[src/hdl/pif_defines.vh]
// Offsets, field positions, reset values and codes for the flag bank
`ifndef PIF_DEFINES_VH
`define PIF_DEFINES_VH

`define PIF_OFS_FLAGS      8'h0c
`define PIF_OFS_ENABLES    8'h8c
`define PIF_OFS_CONTROL    8'h90
`define PIF_OFS_STATUS     8'h94

`define PIF_FLAGS_RESET    8'h00
`define PIF_ENABLES_RESET  8'h00
`define PIF_CONTROL_RESET  2'h0

`define PIF_BIT_PARPORT    3'h7
`define PIF_BIT_CONV       3'h6
`define PIF_BIT_RX         3'h5
`define PIF_BIT_TX         3'h4
`define PIF_BIT_SYNC       3'h3
`define PIF_BIT_CAPCOMP    3'h2
`define PIF_BIT_TIMER_TWO       3'h1
`define PIF_BIT_TIMER_ONE       3'h0

`define PIF_CTL_GIE        7
`define PIF_CTL_PERIPHERAL_GATE_ENABLE       6

`define PIF_STS_REQ        0
`define PIF_STS_PENDING    1

`define PIF_SYNC_SPI_MST   2'h0
`define PIF_SYNC_I2C_SLV   2'h1
`define PIF_SYNC_I2C_MST   2'h2
`define PIF_SYNC_OFF       2'h3

`define PIF_CC_OFF         2'h0
`define PIF_CC_CAPTURE     2'h1
`define PIF_CC_COMPARE     2'h2
`define PIF_CC_PWM         2'h3

`define PIF_HTRANS_NONSEQ  2'h2
`define PIF_HTRANS_SEQ     2'h3

`endif

[src/hdl/pif_bank.v]
// Peripheral interrupt enable and flag bank with AHB-Lite register access
`timescale 1ns/100ps
`include "pif_defines.vh"

module pif_bank (
	input  wire        hclk,
	input  wire        hresetn,
	input  wire        hsel,
	input  wire [31:0] haddr,
	input  wire [1:0]  htrans,
	input  wire        hwrite,
	input  wire [2:0]  hsize,
	input  wire        hready,
	input  wire [31:0] hwdata,
	output wire [31:0] hrdata,
	output wire        hreadyout,
	output wire        hresp,
	input  wire        parport_access,
	input  wire        conv_start,
	input  wire        conv_done,
	input  wire        conv_busy,
	input  wire        rx_buf_full,
	input  wire        tx_buf_empty,
	input  wire [1:0]  sync_mode,
	input  wire        sync_xfer_done,
	input  wire        sync_seq_done,
	input  wire        sync_bus_start,
	input  wire        sync_bus_stop,
	input  wire        sync_idle,
	input  wire [1:0]  capcomp_mode,
	input  wire        capcomp_capture,
	input  wire        capcomp_match,
	input  wire        timer_two_match,
	input  wire        timer_one_ovf,
	output wire        periph_irq,
	output wire [7:0]  pending_irqs
);

	// Bus data phase tracking
	reg        dp_active_reg;
	reg        dp_write_reg;
	reg [7:0]  dp_addr_reg;
	reg        rd_wait_reg;
	reg [31:0] hrdata_reg;
	reg        irq_reg;
	reg [7:0]  pending_reg;

	// Software-visible state
	reg [7:0]  enables_reg;
	reg [1:0]  control_reg;
	reg        rx_level_reg;
	reg        tx_level_reg;

	wire [7:0] flag_bits;
	wire [7:0] flags_read;
	wire [7:0] set_vec;
	wire [7:0] clr_vec;
	wire [7:0] status_byte;
	wire [7:0] control_byte;
	wire       global_irq_enable;
	wire       peripheral_gate_enable;
	wire       addr_phase;
	wire       wr_flags;
	wire       wr_enables;
	wire       wr_control;
	wire       sync_set;
	wire       sync_data_mode;
	wire       capcomp_set;
	wire       any_pending;
	wire       irq_next;
	wire [7:0] pending_next;

	assign global_irq_enable  = control_reg[1];
	assign peripheral_gate_enable = control_reg[0];

	// Address phase: only NONSEQ or SEQ with the bus ready
	assign addr_phase = hsel & hready &
		((htrans == `PIF_HTRANS_NONSEQ) | (htrans == `PIF_HTRANS_SEQ));

	always @(posedge hclk or negedge hresetn) begin
		if (!hresetn) begin
			dp_active_reg <= 1'b0;
			dp_write_reg  <= 1'b0;
			dp_addr_reg   <= 8'h00;
		end else if (hready) begin
			dp_active_reg <= addr_phase;
			dp_write_reg  <= hwrite;
			dp_addr_reg   <= haddr[7:0];
		end
	end

	// Reads take one wait state so data comes from settled flops
	always @(posedge hclk or negedge hresetn) begin
		if (!hresetn)
			rd_wait_reg <= 1'b0;
		else if (dp_active_reg & ~dp_write_reg & ~rd_wait_reg)
			rd_wait_reg <= 1'b1;
		else
			rd_wait_reg <= 1'b0;
	end

	assign hreadyout = ~(dp_active_reg & ~dp_write_reg & ~rd_wait_reg);
	assign hresp     = 1'b0;

	assign wr_flags   = dp_active_reg & dp_write_reg &
		(dp_addr_reg == `PIF_OFS_FLAGS);
	assign wr_enables = dp_active_reg & dp_write_reg &
		(dp_addr_reg == `PIF_OFS_ENABLES);
	assign wr_control = dp_active_reg & dp_write_reg &
		(dp_addr_reg == `PIF_OFS_CONTROL);

	always @(posedge hclk or negedge hresetn) begin
		if (!hresetn)
			enables_reg <= `PIF_ENABLES_RESET;
		else if (wr_enables)
			enables_reg <= hwdata[7:0];
	end

	always @(posedge hclk or negedge hresetn) begin
		if (!hresetn)
			control_reg <= `PIF_CONTROL_RESET;
		else if (wr_control) begin
			control_reg[1] <= hwdata[`PIF_CTL_GIE];
			control_reg[0] <= hwdata[`PIF_CTL_PERIPHERAL_GATE_ENABLE];
		end
	end

	// Buffer levels are sampled, never latched by software
	always @(posedge hclk or negedge hresetn) begin
		if (!hresetn) begin
			rx_level_reg <= 1'b0;
			tx_level_reg <= 1'b0;
		end else begin
			rx_level_reg <= rx_buf_full;
			tx_level_reg <= tx_buf_empty;
		end
	end

	// Sync serial sources differ by mode
	assign sync_data_mode = (sync_mode == `PIF_SYNC_SPI_MST) |
		(sync_mode == `PIF_SYNC_I2C_SLV) |
		(sync_mode == `PIF_SYNC_I2C_MST);
	assign sync_set =
		(sync_data_mode & sync_xfer_done) |
		((sync_mode == `PIF_SYNC_I2C_MST) & sync_seq_done) |
		((sync_mode == `PIF_SYNC_I2C_MST) & sync_idle &
		 (sync_bus_start | sync_bus_stop));

	// PWM mode leaves the capcomp flag untouched
	assign capcomp_set =
		((capcomp_mode == `PIF_CC_CAPTURE) & capcomp_capture) |
		((capcomp_mode == `PIF_CC_COMPARE) & capcomp_match);

	// Set events fire whatever the enables say
	assign set_vec[`PIF_BIT_PARPORT] = parport_access;
	assign set_vec[`PIF_BIT_CONV]    = conv_done;
	assign set_vec[`PIF_BIT_RX]      = 1'b0;
	assign set_vec[`PIF_BIT_TX]      = 1'b0;
	assign set_vec[`PIF_BIT_SYNC]    = sync_set;
	assign set_vec[`PIF_BIT_CAPCOMP] = capcomp_set;
	assign set_vec[`PIF_BIT_TIMER_TWO]    = timer_two_match;
	assign set_vec[`PIF_BIT_TIMER_ONE]    = timer_one_ovf;

	// A fresh conversion drops any stale completion
	assign clr_vec[`PIF_BIT_PARPORT] = 1'b0;
	assign clr_vec[`PIF_BIT_CONV]    = conv_start;
	assign clr_vec[`PIF_BIT_RX]      = 1'b0;
	assign clr_vec[`PIF_BIT_TX]      = 1'b0;
	assign clr_vec[`PIF_BIT_SYNC]    = 1'b0;
	assign clr_vec[`PIF_BIT_CAPCOMP] = 1'b0;
	assign clr_vec[`PIF_BIT_TIMER_TWO]    = 1'b0;
	assign clr_vec[`PIF_BIT_TIMER_ONE]    = 1'b0;

	genvar gi;
	generate
		for (gi = 0; gi < 8; gi = gi + 1) begin : g_flag
			if (gi == `PIF_BIT_RX) begin : g_rx
				assign flag_bits[gi] = rx_level_reg;
			end else if (gi == `PIF_BIT_TX) begin : g_tx
				assign flag_bits[gi] = tx_level_reg;
			end else begin : g_sticky
				pif_flag_cell u_cell (
					.hclk    (hclk),
					.hresetn (hresetn),
					.set_evt (set_vec[gi]),
					.clr_evt (clr_vec[gi]),
					.wr_en   (wr_flags),
					.wr_val  (hwdata[gi]),
					.flag    (flag_bits[gi])
				);
			end
		end
	endgenerate

	// Incomplete conversion always reads as zero
	assign flags_read = {flag_bits[7],
		flag_bits[6] & ~conv_busy,
		flag_bits[5:0]};

	assign pending_next = flags_read & enables_reg;
	assign any_pending  = |pending_next;
	assign irq_next     = any_pending & peripheral_gate_enable & global_irq_enable;

	always @(posedge hclk or negedge hresetn) begin
		if (!hresetn) begin
			irq_reg     <= 1'b0;
			pending_reg <= 8'h00;
		end else begin
			irq_reg     <= irq_next;
			pending_reg <= pending_next;
		end
	end

	assign control_byte = {global_irq_enable, peripheral_gate_enable, 6'h00};
	assign status_byte  = {6'h00, any_pending, irq_reg};

	always @(posedge hclk or negedge hresetn) begin
		if (!hresetn)
			hrdata_reg <= 32'h00000000;
		else if (dp_active_reg & ~dp_write_reg & ~rd_wait_reg) begin
			case (dp_addr_reg)
			`PIF_OFS_FLAGS:   hrdata_reg <= {24'h000000, flags_read};
			`PIF_OFS_ENABLES: hrdata_reg <= {24'h000000, enables_reg};
			`PIF_OFS_CONTROL: hrdata_reg <= {24'h000000, control_byte};
			`PIF_OFS_STATUS:  hrdata_reg <= {24'h000000, status_byte};
			default:          hrdata_reg <= 32'h00000000;
			endcase
		end
	end

	assign hrdata       = hrdata_reg;
	assign periph_irq   = irq_reg;
	assign pending_irqs = pending_reg;

endmodule

[src/hdl/pif_flag_cell.v]
// One sticky interrupt flag with software write and hardware set
`timescale 1ns/100ps

module pif_flag_cell (
	input  wire hclk,
	input  wire hresetn,
	input  wire set_evt,
	input  wire clr_evt,
	input  wire wr_en,
	input  wire wr_val,
	output wire flag
);

	reg flag_reg;
	reg flag_next;

	always @* begin
		flag_next = flag_reg;
		if (clr_evt)
			flag_next = 1'b0;
		if (wr_en)
			flag_next = wr_val;
		// Hardware set beats any clear in the same cycle
		if (set_evt)
			flag_next = 1'b1;
	end

	always @(posedge hclk or negedge hresetn) begin
		if (!hresetn)
			flag_reg <= 1'b0;
		else
			flag_reg <= flag_next;
	end

	assign flag = flag_reg;

endmodule

[config.mk]
export PLATFORM = sky130hd
export DESIGN_NAME = pif_bank
export DESIGN_NICKNAME = d
export VERILOG_FILES = /design/src/hdl/pif_bank.v /design/src/hdl/pif_flag_cell.v
export VERILOG_INCLUDE_DIRS = /design/src /design/src/hdl
export SDC_FILE = /design/constraint.sdc
export NUM_CORES = 1
export LEC_CHECK = 0
export BUFFER_PORTS_ARGS = -buffer_cell sky130_fd_sc_hd__buf_4
export CAP_MARGIN = 20
export CORE_ASPECT_RATIO = 1.4
export CORE_MARGIN = 5
export CORE_UTILIZATION = 32
export DETAILED_ROUTE_END_ITERATION = 8
export PLACE_DENSITY = 0.67
export SLEW_MARGIN = 20
export SYNTH_ARGS = -nofsm -noshare
export SYNTH_HDL_FRONTEND = slang
export SYNTH_SLANG_ARGS = --single-unit
export TNS_END_PERCENT = 100
[constraint.sdc]
create_clock -name hclk -period 5.1 [get_ports hclk]
set_clock_uncertainty 0.05 [all_clocks]
set_input_delay 0.51 -clock hclk [delete_from_list [all_inputs] [get_ports hclk]]
set_output_delay 0.51 -clock hclk [all_outputs]
set_load 0.05 [all_outputs]
==> results.sh <==
export IMPL_cp_cell_sequence="or4_4 -> nor4_4 -> nor3b_1 -> a211o_1"
export IMPL_dp_cells=325
export IMPL_postCtsResizedCells=0
export IMPL_setup_slack_ns=2.88
export IMPL_rsz0062_at_grt="no"
export IMPL_fmax_mhz=450
export IMPL_antenna_found_initial=0
export IMPL_post_cts_buffers=0
export IMPL_dieArea_sq_um=8570
export IMPL_h_tree_depth=2
export IMPL_gr_usage_all_layers_pct=11.2
export IMPL_path_class="reg2reg"
export IMPL_syn_avg_cell_area_sq_um=12.0
export IMPL_ir_drop_mv=0.0970
export IMPL_crit_required_ns=5.25
export IMPL_hold_buffers=0
export IMPL_p_leak_nw=1.28
export IMPL_worstMarginPinSlew_ns=0.702
export IMPL_wirelength_um=4500
export IMPL_finish_utilization_pct=40.7
export IMPL_timing_final_crit_share_pct=43.6
export IMPL_gr_total_overflow=0
export IMPL_drt_initial_drc_count=122
export IMPL_post_drt_wl_per_cell_um=13.5
export IMPL_slowest_stage="nor4_4"
export IMPL_placementRows=35
export IMPL_clock_sinks=46
export IMPL_fin_tns_setup_ns=0
export IMPL_start_util_pct=32.9
export IMPL_cp_slowest_stage_delay_ns=0.67
export IMPL_clockBufferDepth=2
export IMPL_root_buffer="clkbuf_8"
export IMPL_yosys_warnings=0
export IMPL_finalNetCount=333
export IMPL_syn_area_sq_um=2180
export IMPL_path_clk_slew_ns=0.09
export IMPL_die_w_um=79.7
export IMPL_synth_top_area_cell="dfrtp_1"
export IMPL_crit_buf_inv=0
export IMPL_drcViolationCount=0
export IMPL_clk_latency_ns=0.30
export IMPL_cap_viol_max_count=0
export IMPL_first_global_vias=1550
export IMPL_finalPower_mw=0.769
export IMPL_coreArea_sq_um=6610
export IMPL_cts_tree="yes"
export IMPL_dr_pass1_iters=4
export IMPL_timing_final_hold_violations=0
export IMPL_grt_max_degree=47
export IMPL_cts_buffers=5
export IMPL_dp_hpwl_um=3540
export IMPL_final_cells=333
export IMPL_vias_per_cell=4.45
export IMPL_area_growth_pct=23.7
export IMPL_finalMaxSlewViolations=0
export IMPL_relSlewSlack_pct=52.8
export IMPL_status="finished clean"
export IMPL_ant_nets=0
export IMPL_drive_above_1_share_pct=36.5
export IMPL_synth_top_cell_area_share_pct=52.9
export IMPL_report_final_setup_viol=0
export IMPL_endpoint_kind="register"
export IMPL_start_kind="register"
export IMPL_ys_top_cells_by_area="dfrtp_1 53%, buf_4 9.0%, mux2_4 5.5%"
export IMPL_layout_common_cells="58 x buf_4, 46 x dfrtp_1, 25 x conb_1, 11 x nand2_1, 9 x mux2_2"
export IMPL_min_path_type="in2async"
export IMPL_cp_data_arrival_time_ns=2.37
export IMPL_port_buffers=58
export IMPL_diodes=0
export IMPL_finalCriticalPeriod_ns=2.22
export IMPL_grt_pass1_wl_um=7440
export IMPL_via_count=1481
export IMPL_yosysUniqueCellTypes=38
export IMPL_yosys_register_bits=46
export IMPL_ys_seq_area_share_pct=52.9
export IMPL_power_density_nw_per_um2=286
export IMPL_ios=136
export IMPL_critical_path_top_delay_family="simple AND/OR/NAND/NOR gates"
export IMPL_cp_max_fo=11
export IMPL_die_h_um=108
export IMPL_syn_inst=181
export IMPL_final_common_cell="buf_4"
export IMPL_place_ws_ns=2.85
export IMPL_place_gp_congestion=0.755
worst reg2reg max path, stage by stage (launching register included):
cell,delay (ns)
dfrtp_1,0.38
or4_4,0.62
nor4_4,0.68
nor3b_1,0.10
a211o_1,0.29
cell families (layout without fill, tap and decap cells):
family,after synthesis,in the layout,share of synthesized area (%)
simple gates,48,48,14.2
flops,46,46,52.9
buf+inv,34,70,10.8
compound gates,27,27,7.99
mux,25,25,14.0
other cells,1,25,0.172
routing by layer:
| metal | up-vias | global-route usage [%] | wire length, um |
|---|---|---|---|
| met5 | - | 0 | 0 |
| met4 | 0 | 4.79 | 82 |
| met3 | 5 | 2.68 | 286 |
| met2 | 55 | 19.6 | 2430 |
| met1 | 722 | 12.7 | 1700 |
| li1 | 699 | - | - |
synthesized netlist by cell type, drive strengths merged:
master and instances:
a211o 2, a21oi 4, a221o 1, a222oi 1, a22oi 4, a31oi 1
a32oi 2, and2 8, and3 1, buf 29, clkbuf 1, conb 1
dfrtp 46, inv 4, mux2 19, mux2i 6, nand2 11, nand3 3
nand3b 4, nand4 2, nor2 7, nor3 7, nor3b 2, nor4 1
o211ai 1, o21ai 11, or3b 1, or4 1
power by group:
group	leakage, nW	switching (mW)	total [mW]	internal [mW]
combinational	0.683	0.0901	0.138	0.0484
clock	0.0472	0.121	0.230	0.109
sequential	0.548	0.0173	0.400	0.383
metrics by stage:
step / instance area (sq um) / hold slack [ns]
after floorplan: 2270 / 0.164
after global placement: 2600 / 0.422
after detailed placement: 2600 / 0.427
after CTS: 2690 / 0.170
after global routing: 2690 / 0.187
final: 2690 / 0.145
worst paths after layout:
| path | from | cells after the start | end | slack, ns |
|---|---|---|---|---|
| worst min-delay path | hresetn | 1 | dp_addr_reg[6]$_DFFE_PN0P_ | 0.15 |
| max in group asynchronous | hresetn | 1 | pending_irqs[1]$_DFF_PN0_ | 4.45 |
| worst min register to register | hrdata[4]$_DFFE_PN0P_ | 2 | hrdata[4]$_DFFE_PN0P_ | 0.44 |
| worst max-delay path | dp_addr_reg[1]$_DFFE_PN0P_ | 4 | g_flag[6].g_sticky.u_cell.flag$_DFFE_PN0P_ | 2.88 |
| min in group hclk | rx_buf_full | 1 | rx_level_reg$_DFF_PN0_ | 0.27 |
| worst max register to register | dp_addr_reg[1]$_DFFE_PN0P_ | 4 | g_flag[6].g_sticky.u_cell.flag$_DFFE_PN0P_ | 2.88 |
area by class of cell:
class                           count  area, sq um
Timing Repair Buffer               58          435
Tap cell                           92          115
Sequential cell                    46         1150
Fill cell                         646         3920
Clock buffer                        6         82.6
Clock inverter                      2         12.5
Inverter                            4         15.0
Multi-Input combinational cell    125          881
(Power assumes the default switching activity.)
